File: src/uem_consts.svh
/*
 Register offsets, field positions, reset values and mode encodings of the
 endpoint mode engine. Assumes inclusion by bare name from design files.
*/
`ifndef UEM_CONSTS_SVH
`define UEM_CONSTS_SVH

// ==========================================================
// Register offsets
`define UEM_ADDR_ENABLE 8'h40
`define UEM_ADDR_CNT0 8'h41
`define UEM_ADDR_CNT1 8'h42
`define UEM_ADDR_CNT2 8'h43
`define UEM_ADDR_MODE0 8'h44
`define UEM_ADDR_MODE1 8'h45
`define UEM_ADDR_MODE2 8'h46
`define UEM_ADDR_BUF0 8'h50
`define UEM_ADDR_BUF1 8'h58
`define UEM_ADDR_BUF2 8'h60
`define UEM_BUF_DEPTH 8

// ==========================================================
// Field positions
`define UEM_CNT_TOG 7
`define UEM_CNT_VALID 6
`define UEM_MODE_SETUP 7
`define UEM_MODE_IN 6
`define UEM_MODE_OUT 5
`define UEM_MODE_ACKD 4
`define UEM_MODE_STALL 7
`define UEM_MODE_NAKIE 5
`define UEM_REG_RESET 8'h00

// ==========================================================
// Mode encodings
`define UEM_M_DISABLE 4'h0
`define UEM_M_NAKIO 4'h1
`define UEM_M_STOUT 4'h2
`define UEM_M_STALLIO 4'h3
`define UEM_M_STIN 4'h6
`define UEM_M_ACKOUT_STIN 4'hB
`define UEM_M_ACKIN_STOUT 4'hF
`define UEM_M_NAKOUT 4'h8
`define UEM_M_ACKOUT 4'h9
`define UEM_M_NAKIN 4'hC
`define UEM_M_ACKIN 4'hD
`define UEM_CTRL_MAX 4'hA
`define UEM_STATUS_LEN 4'h2

`endif

File: src/uem_pkg.sv
/*
 Types of the endpoint mode engine. Assumes nothing of its surroundings.
*/
package uem_pkg;
   typedef enum logic [1:0] {UEM_TOK_SETUP, UEM_TOK_IN, UEM_TOK_OUT}
      uem_token_e;
   typedef enum logic [2:0] {UEM_HS_NONE, UEM_HS_ACK, UEM_HS_NAK,
      UEM_HS_STALL, UEM_HS_DATA} uem_hs_e;
   // One decoded token or data packet from the packet layer.
   typedef struct packed {
      logic valid;
      uem_token_e kind;
      logic [1:0] endp;
      logic [3:0] count;
      logic dataOk;
      logic toggle;
   } uem_tok_s;
   // One received data byte.
   typedef struct packed {
      logic valid;
      logic [2:0] index;
      logic [7:0] data;
   } uem_byte_s;
   // Handshake decision to the packet layer.
   typedef struct packed {
      logic valid;
      uem_hs_e hs;
      logic [3:0] count;
      logic toggle;
   } uem_resp_s;
endpackage
File: src/uem_engine.sv
/*
 Endpoint mode engine: decides the handshake for each token and updates the
 endpoint mode and count registers, with three 8-byte endpoint buffers.
 Assumes a packet layer that decodes tokens and checks CRC, that delivers
 each data byte before the matching token/packet summary, and that reports
 whether the host ACKed transmitted IN data.
*/
// Chosen here: the strobed register port.
// Functional notes
// RULE1: Control SETUP up to ten bytes valid: ACK, set flags, store, mode 0001.
// RULE2: Control mode 0011: STALL IN and valid OUT, registers unchanged.
// RULE3: Control mode 0001: NAK IN and valid OUT, registers unchanged.
// RULE4: Control 1111 IN: send count; on host ACK set flags, mode 0001.
// RULE5: Control 1111 OUT count 2 toggle 1: ACK, flags, count, mode 0010.
// RULE6: Control 1111/0010 bad status OUT: STALL, mode 0011, interrupt.
// RULE7: Control 0010 IN: STALL, mode 0011, interrupt.
// RULE8: Control 0010 good status OUT: ACK, flags, count 2, mode kept.
// RULE9: Control 1011/0110 IN: zero-length data; on ACK flags, mode 0011.
// RULE10: Control 1011 valid OUT: ACK, store, flags, count, mode 0001.
// RULE11: Control 0110 valid OUT: STALL, mode 0011, interrupt.
// RULE12: Data OUT too long or invalid: no handshake, registers unchanged.
// RULE13: Data 1001 stall clear valid OUT: ACK, store, count, mode 1000.
// RULE14: Data 1001 stall set valid OUT: STALL, nothing else changes.
// RULE15: Data 1000/1100: NAK; interrupt only if NAK interrupt enabled.
// RULE16: Data 1101 stall clear IN: send count; on ACK flag, mode 1100.
// RULE17: Data 1101 stall set: STALL IN, ignore OUT.
// RULE18: Count register: toggle bit 7, valid bit 6, count bits 3:0.
// RULE19: Firmware write to control mode clears its four flag bits.
// RULE20: Status check ACKs only toggle 1 packets of expected length.
// RULE21: Without host ACK of IN data nothing changes, data resent.
`timescale 1ns/1ps
`include "uem_consts.svh"

module uem_engine #(
   parameter int MAX_DATA = 8
) (
   // Clock and reset
   input wire logic clk,
   input wire logic resetn,
   // Register port
   input wire logic [7:0] regAddr,
   input wire logic [7:0] regWdata,
   input wire logic regWr,
   input wire logic regRd,
   output logic [7:0] regRdata,
   // Packet layer
   input wire uem_pkg::uem_tok_s tokIn,
   input wire uem_pkg::uem_byte_s byteIn,
   input wire logic hostAck,
   output uem_pkg::uem_resp_s respOut,
   // Status
   output logic usbEnable,
   output logic [6:0] devAddr,
   output logic [2:0] epIrq
);
   import uem_pkg::*;

   initial begin
      if (MAX_DATA < 1 || MAX_DATA > `UEM_BUF_DEPTH) begin
         $error("MAX_DATA out of range");
      end
   end

   // ==========================================================
   // Reset release
   logic rstSync1_reg, rstN_reg;
   always_ff @(posedge clk or negedge resetn) begin
      if (!resetn) begin
         rstSync1_reg <= 1'b0;
         rstN_reg <= 1'b0;
      end else begin
         rstSync1_reg <= 1'b1;
         rstN_reg <= rstSync1_reg;
      end
   end

   // ==========================================================
   // Registers
   logic [7:0] enable_reg;
   logic [7:0] cnt_reg [3];
   logic [7:0] mode_reg [3];
   logic [7:0] buf_reg [3][`UEM_BUF_DEPTH];
   logic [7:0] cnt_next [3];
   logic [7:0] mode_next [3];
   logic [2:0] irq_next;
   uem_resp_s resp_next;
   // Pending IN transmission waiting on the host's ACK.
   logic pendValid_reg, pendValid_next;
   logic [1:0] pendEp_reg, pendEp_next;

   // ==========================================================
   // Decode
   wire logic [1:0] ep = tokIn.endp;
   wire logic epOk = (ep != 2'd3) && enable_reg[7];
   wire logic [7:0] curMode = (ep == 2'd3) ? 8'h00 : mode_reg[ep];
   wire logic [7:0] curCnt = (ep == 2'd3) ? 8'h00 : cnt_reg[ep];
   wire logic [3:0] mode = curMode[3:0];
   wire logic isSetup = tokIn.valid && epOk && tokIn.kind == UEM_TOK_SETUP;
   wire logic isIn = tokIn.valid && epOk && tokIn.kind == UEM_TOK_IN;
   wire logic isOut = tokIn.valid && epOk && tokIn.kind == UEM_TOK_OUT;
   wire logic ctrlOk = tokIn.dataOk && tokIn.count <= `UEM_CTRL_MAX;
   wire logic dataLenOk = tokIn.dataOk &&
      tokIn.count <= 4'(MAX_DATA);
   wire logic goodStatus = tokIn.count == `UEM_STATUS_LEN && tokIn.toggle;
   wire logic stallBit = curMode[`UEM_MODE_STALL];
   wire logic nakIe = curMode[`UEM_MODE_NAKIE];
   wire logic bufWrEn = byteIn.valid && tokIn.endp != 2'd3;
   wire logic [7:0] cntUpd = {tokIn.toggle, 1'b1, 2'b00, tokIn.count};
   wire logic [7:0] fwBufOff = regAddr - `UEM_ADDR_BUF0;
   wire logic [1:0] fwBufEp = fwBufOff[4:3];
   wire logic fwBufHit = regAddr >= `UEM_ADDR_BUF0 &&
      regAddr < `UEM_ADDR_BUF2 + 8'(`UEM_BUF_DEPTH);

   // ==========================================================
   // Response decision
   always_comb begin
      for (int i = 0; i < 3; i++) begin
         cnt_next[i] = cnt_reg[i];
         mode_next[i] = mode_reg[i];
      end
      irq_next = 3'b000;
      resp_next = '0;
      pendValid_next = pendValid_reg;
      pendEp_next = pendEp_reg;
      if (pendValid_reg && hostAck) begin
         pendValid_next = 1'b0;
         irq_next[pendEp_reg] = 1'b1;
         if (pendEp_reg == 2'd0) begin
            mode_next[0][`UEM_MODE_IN] = 1'b1;
            mode_next[0][`UEM_MODE_ACKD] = 1'b1;
            mode_next[0][3:0] = (mode_reg[0][3:0] == `UEM_M_ACKIN_STOUT) ?
               `UEM_M_NAKIO : `UEM_M_STALLIO; // [RULE4] [RULE9]
         end else begin
            mode_next[pendEp_reg][`UEM_MODE_ACKD] = 1'b1;
            mode_next[pendEp_reg][3:0] = `UEM_M_NAKIN; // [RULE16]
         end
      end else if (tokIn.valid) begin
         // A new token without host ACK drops the pending IN. [RULE21]
         pendValid_next = 1'b0;
      end
      if (tokIn.valid && epOk && ep == 2'd0 &&
            mode != `UEM_M_DISABLE) begin
         if (isSetup && ctrlOk) begin
            resp_next = '{1'b1, UEM_HS_ACK, 4'h0, 1'b0};
            mode_next[0] = {1'b1, 2'b00, 1'b1, `UEM_M_NAKIO}; // [RULE1]
            cnt_next[0] = cntUpd; // [RULE18]
            irq_next[0] = 1'b1;
         end else if (isIn) begin
            case (mode)
               `UEM_M_STALLIO: resp_next.hs = UEM_HS_STALL; // [RULE2]
               `UEM_M_NAKIO: resp_next.hs = UEM_HS_NAK; // [RULE3]
               `UEM_M_STOUT: begin
                  resp_next.hs = UEM_HS_STALL;
                  mode_next[0][3:0] = `UEM_M_STALLIO; // [RULE7]
                  irq_next[0] = 1'b1;
               end
               `UEM_M_ACKIN_STOUT, `UEM_M_ACKOUT_STIN, `UEM_M_STIN: begin
                  resp_next.hs = UEM_HS_DATA;
                  resp_next.toggle = curCnt[`UEM_CNT_TOG];
                  resp_next.count = (mode == `UEM_M_ACKIN_STOUT) ?
                     curCnt[3:0] : 4'h0; // [RULE4] [RULE9]
                  pendValid_next = 1'b1;
                  pendEp_next = 2'd0;
               end
               default: resp_next.hs = UEM_HS_NONE;
            endcase
            resp_next.valid = resp_next.hs != UEM_HS_NONE;
         end else if (isOut && ctrlOk) begin
            case (mode)
               `UEM_M_STALLIO: resp_next.hs = UEM_HS_STALL; // [RULE2]
               `UEM_M_NAKIO: resp_next.hs = UEM_HS_NAK; // [RULE3]
               `UEM_M_ACKIN_STOUT, `UEM_M_STOUT: begin
                  irq_next[0] = 1'b1;
                  if (goodStatus) begin // [RULE20]
                     resp_next.hs = UEM_HS_ACK;
                     mode_next[0][`UEM_MODE_OUT] = 1'b1;
                     mode_next[0][`UEM_MODE_ACKD] = 1'b1;
                     cnt_next[0] = {2'b11, 2'b00, `UEM_STATUS_LEN};
                     if (mode == `UEM_M_ACKIN_STOUT) begin
                        mode_next[0][3:0] = `UEM_M_STOUT; // [RULE5]
                     end // Mode 0010 keeps its mode. [RULE8]
                  end else begin
                     resp_next.hs = UEM_HS_STALL;
                     mode_next[0][3:0] = `UEM_M_STALLIO; // [RULE6]
                  end
               end
               `UEM_M_ACKOUT_STIN: begin
                  resp_next.hs = UEM_HS_ACK;
                  mode_next[0][`UEM_MODE_OUT] = 1'b1;
                  mode_next[0][`UEM_MODE_ACKD] = 1'b1;
                  mode_next[0][3:0] = `UEM_M_NAKIO; // [RULE10]
                  cnt_next[0] = cntUpd;
                  irq_next[0] = 1'b1;
               end
               `UEM_M_STIN: begin
                  resp_next.hs = UEM_HS_STALL;
                  mode_next[0][3:0] = `UEM_M_STALLIO; // [RULE11]
                  irq_next[0] = 1'b1;
               end
               default: resp_next.hs = UEM_HS_NONE;
            endcase
            resp_next.valid = resp_next.hs != UEM_HS_NONE;
         end
      end else if (tokIn.valid && epOk && ep != 2'd0) begin
         if (isOut && dataLenOk) begin // [RULE12]
            case (mode)
               `UEM_M_ACKOUT: begin
                  if (stallBit) begin
                     resp_next.hs = UEM_HS_STALL; // [RULE14]
                  end else begin
                     resp_next.hs = UEM_HS_ACK;
                     mode_next[ep][`UEM_MODE_ACKD] = 1'b1;
                     mode_next[ep][3:0] = `UEM_M_NAKOUT; // [RULE13]
                     cnt_next[ep] = cntUpd;
                     irq_next[ep] = 1'b1;
                  end
               end
               `UEM_M_NAKOUT: begin
                  resp_next.hs = UEM_HS_NAK;
                  irq_next[ep] = nakIe; // [RULE15]
               end
               default: resp_next.hs = UEM_HS_NONE; // [RULE17]
            endcase
         end else if (isIn) begin
            case (mode)
               `UEM_M_ACKIN: begin
                  if (stallBit) begin
                     resp_next.hs = UEM_HS_STALL; // [RULE17]
                  end else begin
                     resp_next.hs = UEM_HS_DATA; // [RULE16]
                     resp_next.count = curCnt[3:0];
                     resp_next.toggle = curCnt[`UEM_CNT_TOG];
                     pendValid_next = 1'b1;
                     pendEp_next = ep;
                  end
               end
               `UEM_M_NAKIN: begin
                  resp_next.hs = UEM_HS_NAK;
                  irq_next[ep] = nakIe; // [RULE15]
               end
               default: resp_next.hs = UEM_HS_NONE;
            endcase
         end
         resp_next.valid = resp_next.hs != UEM_HS_NONE;
      end
   end

   // ==========================================================
   // Firmware register writes; engine updates win over them.
   wire logic engMode [3];
   wire logic engCnt [3];
   genvar g;
   generate
      for (g = 0; g < 3; g++) begin : gEp
         assign engMode[g] = mode_next[g] != mode_reg[g];
         assign engCnt[g] = cnt_next[g] != cnt_reg[g];
         always_ff @(posedge clk or negedge rstN_reg) begin
            if (!rstN_reg) begin
               mode_reg[g] <= `UEM_REG_RESET;
               cnt_reg[g] <= `UEM_REG_RESET;
            end else begin
               if (engMode[g]) begin
                  mode_reg[g] <= mode_next[g];
               end else if (regWr && regAddr == `UEM_ADDR_MODE0 + 8'(g)) begin
                  mode_reg[g] <= (g == 0) ? {4'h0, regWdata[3:0]} :
                     {regWdata[7:5], mode_reg[g][4] & ~1'b1,
                     regWdata[3:0]}; // [RULE19]
               end
               if (engCnt[g]) begin
                  cnt_reg[g] <= cnt_next[g];
               end else if (regWr && regAddr == `UEM_ADDR_CNT0 + 8'(g)) begin
                  cnt_reg[g] <= {regWdata[7:6], 2'b00, regWdata[3:0]};
               end
            end
         end
      end
   endgenerate

   always_ff @(posedge clk) begin
      if (bufWrEn) begin
         buf_reg[byteIn.valid ? tokIn.endp : 2'd0][byteIn.index] <=
            byteIn.data;
      end else if (regWr && fwBufHit) begin
         buf_reg[fwBufEp][fwBufOff[2:0]] <= regWdata;
      end
   end

   // ==========================================================
   // Read mux and outputs
   wire logic [7:0] rdMux =
      regAddr == `UEM_ADDR_ENABLE ? enable_reg :
      (regAddr >= `UEM_ADDR_CNT0 && regAddr <= `UEM_ADDR_CNT2) ?
         cnt_reg[2'(regAddr - `UEM_ADDR_CNT0)] :
      (regAddr >= `UEM_ADDR_MODE0 && regAddr <= `UEM_ADDR_MODE2) ?
         mode_reg[2'(regAddr - `UEM_ADDR_MODE0)] & 8'hBF | 
         (regAddr == `UEM_ADDR_MODE0 ? mode_reg[0] & 8'h40 : 8'h00) :
      fwBufHit ? buf_reg[fwBufEp][fwBufOff[2:0]] : 8'h00;

   always_ff @(posedge clk or negedge rstN_reg) begin
      if (!rstN_reg) begin
         enable_reg <= `UEM_REG_RESET;
         regRdata <= 8'h00;
         respOut <= '0;
         epIrq <= 3'b000;
         usbEnable <= 1'b0;
         devAddr <= 7'h00;
         pendValid_reg <= 1'b0;
         pendEp_reg <= 2'd0;
      end else begin
         if (regWr && regAddr == `UEM_ADDR_ENABLE) begin
            enable_reg <= regWdata;
         end
         regRdata <= regRd ? rdMux : 8'h00;
         respOut <= resp_next;
         epIrq <= irq_next;
         usbEnable <= enable_reg[7];
         devAddr <= enable_reg[6:0];
         pendValid_reg <= pendValid_next;
         pendEp_reg <= pendEp_next;
      end
   end

   // ==========================================================
   // Checks
   AST_SETUP_ACK: assert property ( // [RULE1]
      @(posedge clk) disable iff (!rstN_reg)
      isSetup && ctrlOk && ep == 2'd0 && mode != 4'h0 |=>
      respOut.hs == UEM_HS_ACK && mode_reg[0][3:0] == 4'h1 && epIrq[0])
      else $error("setup not acked");
   AST_STALL_MODE: assert property ( // [RULE2]
      @(posedge clk) disable iff (!rstN_reg)
      isIn && ep == 2'd0 && mode == 4'h3 |=>
      respOut.hs == UEM_HS_STALL && $stable(mode_reg[0]))
      else $error("stall mode wrong");
   AST_NAK_MODE: assert property ( // [RULE3]
      @(posedge clk) disable iff (!rstN_reg)
      isIn && ep == 2'd0 && mode == 4'h1 |=>
      respOut.hs == UEM_HS_NAK && !epIrq[0])
      else $error("nak mode wrong");
   AST_STATUS_IN_STALL: assert property ( // [RULE7]
      @(posedge clk) disable iff (!rstN_reg)
      isIn && ep == 2'd0 && mode == 4'h2 |=>
      mode_reg[0][3:0] == 4'h3 && epIrq[0])
      else $error("status out in not stalled");
   AST_GOOD_STATUS: assert property ( // [RULE5]
      @(posedge clk) disable iff (!rstN_reg)
      isOut && ctrlOk && goodStatus && ep == 2'd0 && mode == 4'hF |=>
      mode_reg[0][3:0] == 4'h2 && cnt_reg[0] == 8'hC2)
      else $error("good status wrong");
   AST_BAD_STATUS: assert property ( // [RULE6]
      @(posedge clk) disable iff (!rstN_reg)
      isOut && ctrlOk && !goodStatus && ep == 2'd0 && mode == 4'h2 |=>
      respOut.hs == UEM_HS_STALL && mode_reg[0][3:0] == 4'h3)
      else $error("bad status wrong");
   AST_DATA_ACK: assert property ( // [RULE13]
      @(posedge clk) disable iff (!rstN_reg)
      isOut && dataLenOk && ep != 2'd0 && mode == 4'h9 && !stallBit |=>
      mode_reg[$past(ep)][3:0] == 4'h8)
      else $error("data out not acked");
   AST_DATA_BAD: assert property ( // [RULE12]
      @(posedge clk) disable iff (!rstN_reg)
      isOut && !dataLenOk && ep != 2'd0 && !(pendValid_reg && hostAck) |=>
      respOut.valid == 1'b0 && epIrq == 3'b000)
      else $error("bad data out answered");
endmodule

File: config.mk
export PLATFORM = sky130hd
export DESIGN_NAME = uem_engine
export DESIGN_NICKNAME = d
export VERILOG_FILES = /design/src/uem_pkg.sv /design/src/uem_engine.sv
export VERILOG_INCLUDE_DIRS = /design/src
export SDC_FILE = /design/constraint.sdc
export NUM_CORES = 1
export LEC_CHECK = 0
export BUFFER_PORTS_ARGS = -buffer_cell sky130_fd_sc_hd__buf_2
export CAP_MARGIN = 20
export CORE_MARGIN = 5
export CORE_UTILIZATION = 35
export CTS_CLUSTER_SIZE = 40
export DETAILED_ROUTE_END_ITERATION = 7
export PLACE_DENSITY_LB_ADDON = 0.05
export SYNTH_ARGS = -nofsm -noshare
export SYNTH_HDL_FRONTEND = slang
export SYNTH_SLANG_ARGS = --single-unit
File: constraint.sdc
create_clock -name clk -period 5.55 [get_ports clk]
set_clock_uncertainty 0.2 [all_clocks]
set_input_delay 0.555 -clock clk [delete_from_list [all_inputs] [get_ports clk]]
set_output_delay 0.555 -clock clk [all_outputs]
set_load 0.01 [all_outputs]
## Word-level counts from Yosys, hierarchy flattened

Memory sizes are Yosys's and may differ from the RTL's.
Index checks and enable logic that the tools add are counted.

| word-level totals | value |
|---|---|
| bits in registers | 89 |
| RAM bits | 192 |
| input port bits | 44 |
| output and inout bits | 28 |
| logic and storage cells | 310 |
| memories | 1 |

Memories:

| memory | depth | bits a word | rd ports | clocked after memory_dff | write ports | RTL line | text |
|---|---|---|---|---|---|---|---|
| buf_reg | 3 | 64 | 1 | 0 | 1 | uem_engine.sv:82 | `` logic [7:0] buf_reg [3][`UEM_BUF_DEPTH]; `` |

| operators by class | value |
|---|---|
| add/sub/neg operators | 3 |
| magnitude comparators | 22 |
| equal/unequal tests | 34 |
| mux-type cells | 164 |
| bitwise logic cells | 10 |
| reductions and logical operators | 57 |

Operators with widths:

| operator | count |
|---|---|
| $mux W8 | 39 |
| $mux W64 | 4 |
| $mux W24 | 9 |
| $demux W8 S2 | 5 |
| $bwmux W24 | 3 |
| $bmux W8 S2 | 4 |
| $reduce_or A64 Y1 | 1 |
| $eq A8 B7 Y1 const B | 7 |
| $mux W3 | 17 |
| $demux W8 S3 | 2 |
| $mux W16 | 3 |
| $ne A8 B8 Y1 | 6 |
| $or A24 B24 Y24 | 2 |
| $mux W5 | 8 |
| $mux W2 | 18 |
| $mux W4 | 9 |
| $logic_and A1 B1 Y1 | 33 |
| $eq A4 B4 Y1 const B | 7 |
| $mux W9 | 3 |
| $mux W1 | 25 |
| $bmux W8 S3 | 1 |
| $ge A8 B7 Y1 const B | 3 |
| $reduce_bool A2 Y1 | 10 |
| $pmux W3 S2 | 3 |
| other kinds (38) | 68 |

## Depth between registers and ports, before layout

| depth | value |
|---|---|
| depth in word-level cells | 18 |
| mapped depth | 13 |
| depth with buffers taken out | 9 |

## Worst setup path after synthesis

Ideal clock, no wire load.

| timing path | value |
|---|---|
| path kind | input to register |
| start point | in regAddr[0] |
| end point | reg regRdata[2] |
| library setup time | 141 ps |
| arrival time | 3066 ps |
| required time | 5209 ps |
| setup slack | 2143 ps |
| cell stages on the path | 11 |
| path buffers | 5 |
| path through | clkbuf_1 -> inv_2 -> clkbuf_1 -> clkbuf_1 -> ha_1 -> clkbuf_1 -> buf_1 -> mux2i_1 -> o21ai_0 -> a22oi_1 -> a31oi_1 |

| on the way | value |
|---|---|
| longest elaborated chain between the ends | 10 |
| elaborated cells on any way between the ends | 32 |
| those cells by class | 3 x add/sub; 6 x order compare; 1 x eq/ne; 14 x mux; 4 x bitwise; 3 x reduce/logical; 1 x memory |

Ends and longest elaborated chain:

| what | RTL line | text |
|---|---|---|
| from (decl) | uem_engine.sv:41 | `input wire logic [7:0] regAddr,` |
| $sub A5 B5 Y5 (no source line) / $sub A2 B1 Y2 (equally long branches) | - |  |
| $mem_v2 Z3 W64, or another cell as far along | - |  |
| $bmux W8 S3 / $bmux W8 S2 (equally long branches) | uem_engine.sv:297, uem_engine.sv:295 |  |
| $mux W8 (on tied branches) (2 in a row) | uem_engine.sv:297, uem_engine.sv:295 |  |
| $mux W8 / $or A8 B7 Y8 (equally long branches) | uem_engine.sv:297, uem_engine.sv:295 |  |
| $mux W8 | uem_engine.sv:294 | `` (regAddr >= `UEM_ADDR_MODE0 && regAddr <= `UEM_ADDR_MODE2) ? `` |
| $mux W8 | uem_engine.sv:292 | `` (regAddr >= `UEM_ADDR_CNT0 && regAddr <= `UEM_ADDR_CNT2) ? `` |
| $mux W8 (*) | uem_engine.sv:291 | `` regAddr == `UEM_ADDR_ENABLE ? enable_reg : `` |
| $mux W8 (*) | uem_engine.sv:313 | `regRdata <= regRd ? rdMux : 8'h00;` |
| to (signal assigned) | uem_engine.sv:313 |  |
| to (decl) | uem_engine.sv:45 | `output logic [7:0] regRdata,` |

Every way passes the cells marked *; elsewhere a longest branch is shown, timed or not. The select of a mux whose other input is x is not followed.
A chain may end at the register's enable or synchronous reset.

## Worst setup path after layout

| timing path | value |
|---|---|
| start point | reg mode_reg[17] (netlist bit) |
| end point | reg cnt_reg[4] (netlist bit) |

| on the way | value |
|---|---|
| longest elaborated chain between the ends | 11 |
| elaborated cells on any way between the ends | 14 |
| those cells by class | 2 x eq/ne; 9 x mux; 3 x reduce/logical |

Ends and longest elaborated chain:

| what | RTL line | text |
|---|---|---|
| from (decl) | uem_engine.sv:81 | `logic [7:0] mode_reg [3];` |
| from (signal, indexed assignment) | uem_engine.sv:259 | `` mode_reg[g] <= `UEM_REG_RESET; `` |
| from (signal, indexed assignment) | uem_engine.sv:263 | `mode_reg[g] <= mode_next[g];` |
| from (signal, indexed assignment) | uem_engine.sv:265 | `mode_reg[g] <= (g == 0) ? {4'h0, regWdata[3:0]} :` |
| $bmux W8 S2 (*) | uem_engine.sv:95 | `wire logic [7:0] curMode = (ep == 2'd3) ? 8'h00 : mode_reg[ep];` |
| $mux W8 (implied by the code) (*) (2 in a row) | uem_engine.sv:95 |  |
| $mux W8 (*) | uem_engine.sv:95 |  |
| $eq A4 B4 Y1 | uem_engine.sv:206 | `case (mode)` |
| $mux W24 | uem_engine.sv:206 |  |
| $mux W24 | uem_engine.sv:205 | `if (isOut && dataLenOk) begin` |
| $mux W24 | uem_engine.sv:204 | `end else if (tokIn.valid && epOk && ep != 2'd0) begin` |
| $mux W16 (*) | uem_engine.sv:141 | `if (tokIn.valid && epOk && ep == 2'd0 &&` |
| $ne A8 B8 Y1 | uem_engine.sv:256 | `assign engCnt[g] = cnt_next[g] != cnt_reg[g];` |
| $mux W8 / $reduce_bool A2 Y1 (equally long branches) | - |  |
| to (signal, indexed assignment) | uem_engine.sv:260 | `` cnt_reg[g] <= `UEM_REG_RESET; `` |
| to (signal, indexed assignment) | uem_engine.sv:270 | `cnt_reg[g] <= cnt_next[g];` |
| to (signal, indexed assignment) | uem_engine.sv:272 | `cnt_reg[g] <= {regWdata[7:6], 2'b00, regWdata[3:0]};` |
| to (decl) | uem_engine.sv:80 | `logic [7:0] cnt_reg [3];` |

Marks and branches as above.

==> results.sh <==
export IMPL_outcome="complete, no violations"
export IMPL_cts_num_sinks=279
export IMPL_min_delay_path_class="register to asynchronous set/reset pin"
export IMPL_tritoncts="yes"
export IMPL_required_ns=5.77
export IMPL_dieArea_um2=41440
export IMPL_hpwl_um=29120
export IMPL_p_leak_nw=5.716
export IMPL_powerDensity_nw_per_um2=324.1
export IMPL_track_usage_pct=19.99
export IMPL_yosys_top_cells_area="edfxtp_1 44%, dfrtp_1 17%, mux4_2 7.6%"
export IMPL_rsz0062_at_grt="no"
export IMPL_port_buffers=71
export IMPL_start_util_pct=35.15
export IMPL_vias=8647
export IMPL_die_h_um=203.6
export IMPL_critical_path_startpoint_type="register"
export IMPL_route_detailed_wl_per_inst_um=26.61
export IMPL_finalPower_w=0.004869
export IMPL_cts_setup_buffers=0
export IMPL_fin_area_um2=15020
export IMPL_yosysSeqAreaShare_pct=60.57
export IMPL_area_growth_pct=14.54
export IMPL_drt_total_wl_um=41190
export IMPL_drtIter0Drc=675
export IMPL_antenna_found_initial=1
export IMPL_synth_simple_area_share_pct=10.63
export IMPL_die_w_um=203.6
export IMPL_drc=0
export IMPL_io_pins=72
export IMPL_ys_ff_latch=279
export IMPL_report_final_hold_viol_count=0
export IMPL_synth_compound_area_share_pct=10.89
export IMPL_clock_latency_ns=0.55
export IMPL_syn_area_per_cell_um2=13.29
export IMPL_yosysTopAreaCell="edfxtp_1"
export IMPL_nets=1099
export IMPL_ir_drop_uv=268.3
export IMPL_largest_reg_flops=192
export IMPL_fillers=3524
export IMPL_drv_slew=0
export IMPL_synth_top_cell_area_share_pct=43.97
export IMPL_finalSetupTns_ns=0
export IMPL_synth_async_reset_ratio_pct=31.18
export IMPL_r2r_cells=7
export IMPL_worstReg2RegEnd="cnt_reg[4]"
export IMPL_drive_gt1_share_pct=20.88
export IMPL_place_gp_congestion=0.8551
export IMPL_min_period_over_period_pct=67.50
export IMPL_synthMuxAreaShare_pct=14.07
export IMPL_synth_edff_count=192
export IMPL_synth_top_family_by_area="multiplexers"
export IMPL_numCtsBuffers=34
export IMPL_end_kind="register"
export IMPL_drv_cap=0
export IMPL_grt_pass1_wl_um=61130
export IMPL_arrival_ns=3.97
export IMPL_dp_cells=1487
export IMPL_slew_headroom_pct=31.26
export IMPL_grt_pass1_vias=8779
export IMPL_tightest_slew_ns=1.029
export IMPL_drtPass1Iterations=7
export IMPL_yosys_cell_types_count=84
export IMPL_setup_violations=0
export IMPL_seq_area_um2=7946
export IMPL_grt_max_degree=53
export IMPL_cts_root_buf="clkbuf_16"
export IMPL_syn_num_nets=1036
export IMPL_period_minus_slack_ns=3.746
export IMPL_design_core_area_um2=37310
export IMPL_max_freq_ghz=0.2669
export IMPL_syn_area_um2=13110
export IMPL_synthXorXnorAreaFrac_pct=0.8015
export IMPL_whs_ns=0.07668
export IMPL_final_antenna_net_count=0
export IMPL_crit_fanout=13
export IMPL_final_cells=1548
export IMPL_synth_cells=987
export IMPL_grt_ovfl_total=0
export IMPL_timing_rr_start="mode_reg[17]"
export IMPL_htreeDepth=2
export IMPL_dpl_cell_area_um2=13900
export IMPL_cts_resized=0
export IMPL_rows=71
export IMPL_hold_buffers=1
export IMPL_crit_type="register to register"
export IMPL_clk_pin_slew_ns=0.05
export IMPL_multi_input_area_um2=4842
export IMPL_yosys_warnings=0
export IMPL_vias_per_cell=5.586
export IMPL_cts_buffer_depth=3
export IMPL_rrSetupSlack_ns=1.80
export IMPL_synth_fa_ha_area_share_pct=0.4771
export IMPL_synth_top_flop_cell="edfxtp_1"
[worst max path at each step]
| stage | startpoint | to | slack [ns] | depth (start not counted) |
|---|---|---|---|---|
| floorplan | regAddr[0] | regRdata[2] | 2.14 | 11 |
| global placement | tokIn[6] | cnt_reg[4] | 1.47 | 7 |
| detailed placement | tokIn[6] | cnt_reg[4] | 1.47 | 7 |
| CTS | mode_reg[17] | cnt_reg[4] | 1.88 | 7 |
| global route | mode_reg[17] | cnt_reg[4] | 1.54 | 7 |
| finish | mode_reg[17] | cnt_reg[4] | 1.80 | 7 |
[per-stage QoR]
stage | setup WS [ns] | util, %
floorplan | 2.143 | -
global placement | 1.469 | 37.27
detailed placement | 1.468 | 37.27
global route | 1.542 | 40.25
finish | 1.804 | 40.26
CTS | 1.880 | 40.25
[metal layers]
metal	part of all wire, %	GRT usage (%)
met2	49	33.89
met1	43	26.41
met5	0	0
met3	4.6	3.609
met4	3.0	5.926
[power by group]
| part | switching (W) | internal, W |
|---|---|---|
| clock network | 0.000905 | 0.00130 |
| logic | 0.000234 | 0.000117 |
| registers | 0.0000328 | 0.00228 |
| total | 0.00117 | 0.00370 |
[synth_stat cells (4+ instances only)]
cell	n
mux2_2	20
a22oi_1	9
buf_2	11
o211ai_1	9
ha_1	5
and2_1	16
xor2_1	7
o21ai_1	10
nand3b_1	4
mux2_1	4
nor4_1	5
and3_1	8
a31oi_1	12
a21o_1	5
o21ai_0	49
nand3_1	26
mux2i_1	57
buf_1	6
dfrtp_1	87
or4_1	4
nor3_1	17
mux4_2	44
edfxtp_1	192
xnor2_1	5
a32oi_1	4
nand4_1	7
nor2_1	81
clkbuf_1	35
inv_1	16
nand2_1	93
a21oi_1	30
a211oi_1	7
nand2b_1	4
a311oi_1	7
a221oi_1	11
nor2b_1	5
[critical path, cell delays in order, from the launching register on]
cell     delay (ns)
dfrtp_1        0.46
mux2i_1        0.23
nor2_1         0.06
a21oi_1        0.74
nand2_1        0.23
or4_1          0.67
a31oi_1        0.78
and3b_1        0.26
[kinds of logic (layout without fill, tap and decap cells)]
| logic type | after synthesis | in the layout |
|---|---|---|
| DFF | 279 | 279 |
| AOI/OAI and AO/OA | 198 | 198 |
| muxes | 126 | 126 |
| adders and majority gates | 5 | 5 |
| and+or+nand+nor | 290 | 290 |
| xor gates and xnor gates | 12 | 12 |
| buffers and inverters | 76 | 162 |
| other | 1 | 2 |
[layout make-up]
| cell class | count | share of cell area, % |
|---|---|---|
| multi-input cells | 632 | 32.24 |
| clock buffers | 41 | 5.972 |
| diodes | 1 | 0.01666 |
| inverters | 18 | 0.4498 |
| flip-flops and latches | 279 | 52.90 |
| clock inverters | 18 | 1.374 |
| repair buffers | 85 | 3.099 |
| well taps | 474 | 3.948 |
[cells in the final DEF (no fill, tap or decap), types with 8 or more instances in the layout]
master,instances
edfxtp_1,192
nand2_1,93
dfrtp_1,86
nor2_1,81
buf_2,70
mux2i_1,57
o21ai_0,48
mux4_2,44
clkbuf_16,34
a21oi_1,30
nand3_1,26
mux2_2,20
nor3_1,17
inv_1,16
and2_1,16
buf_4,14
a31oi_1,12
a221oi_1,11
o21ai_1,10
a22oi_1,9
o211ai_1,9
and3_1,8
(Power assumes the default switching activity.)
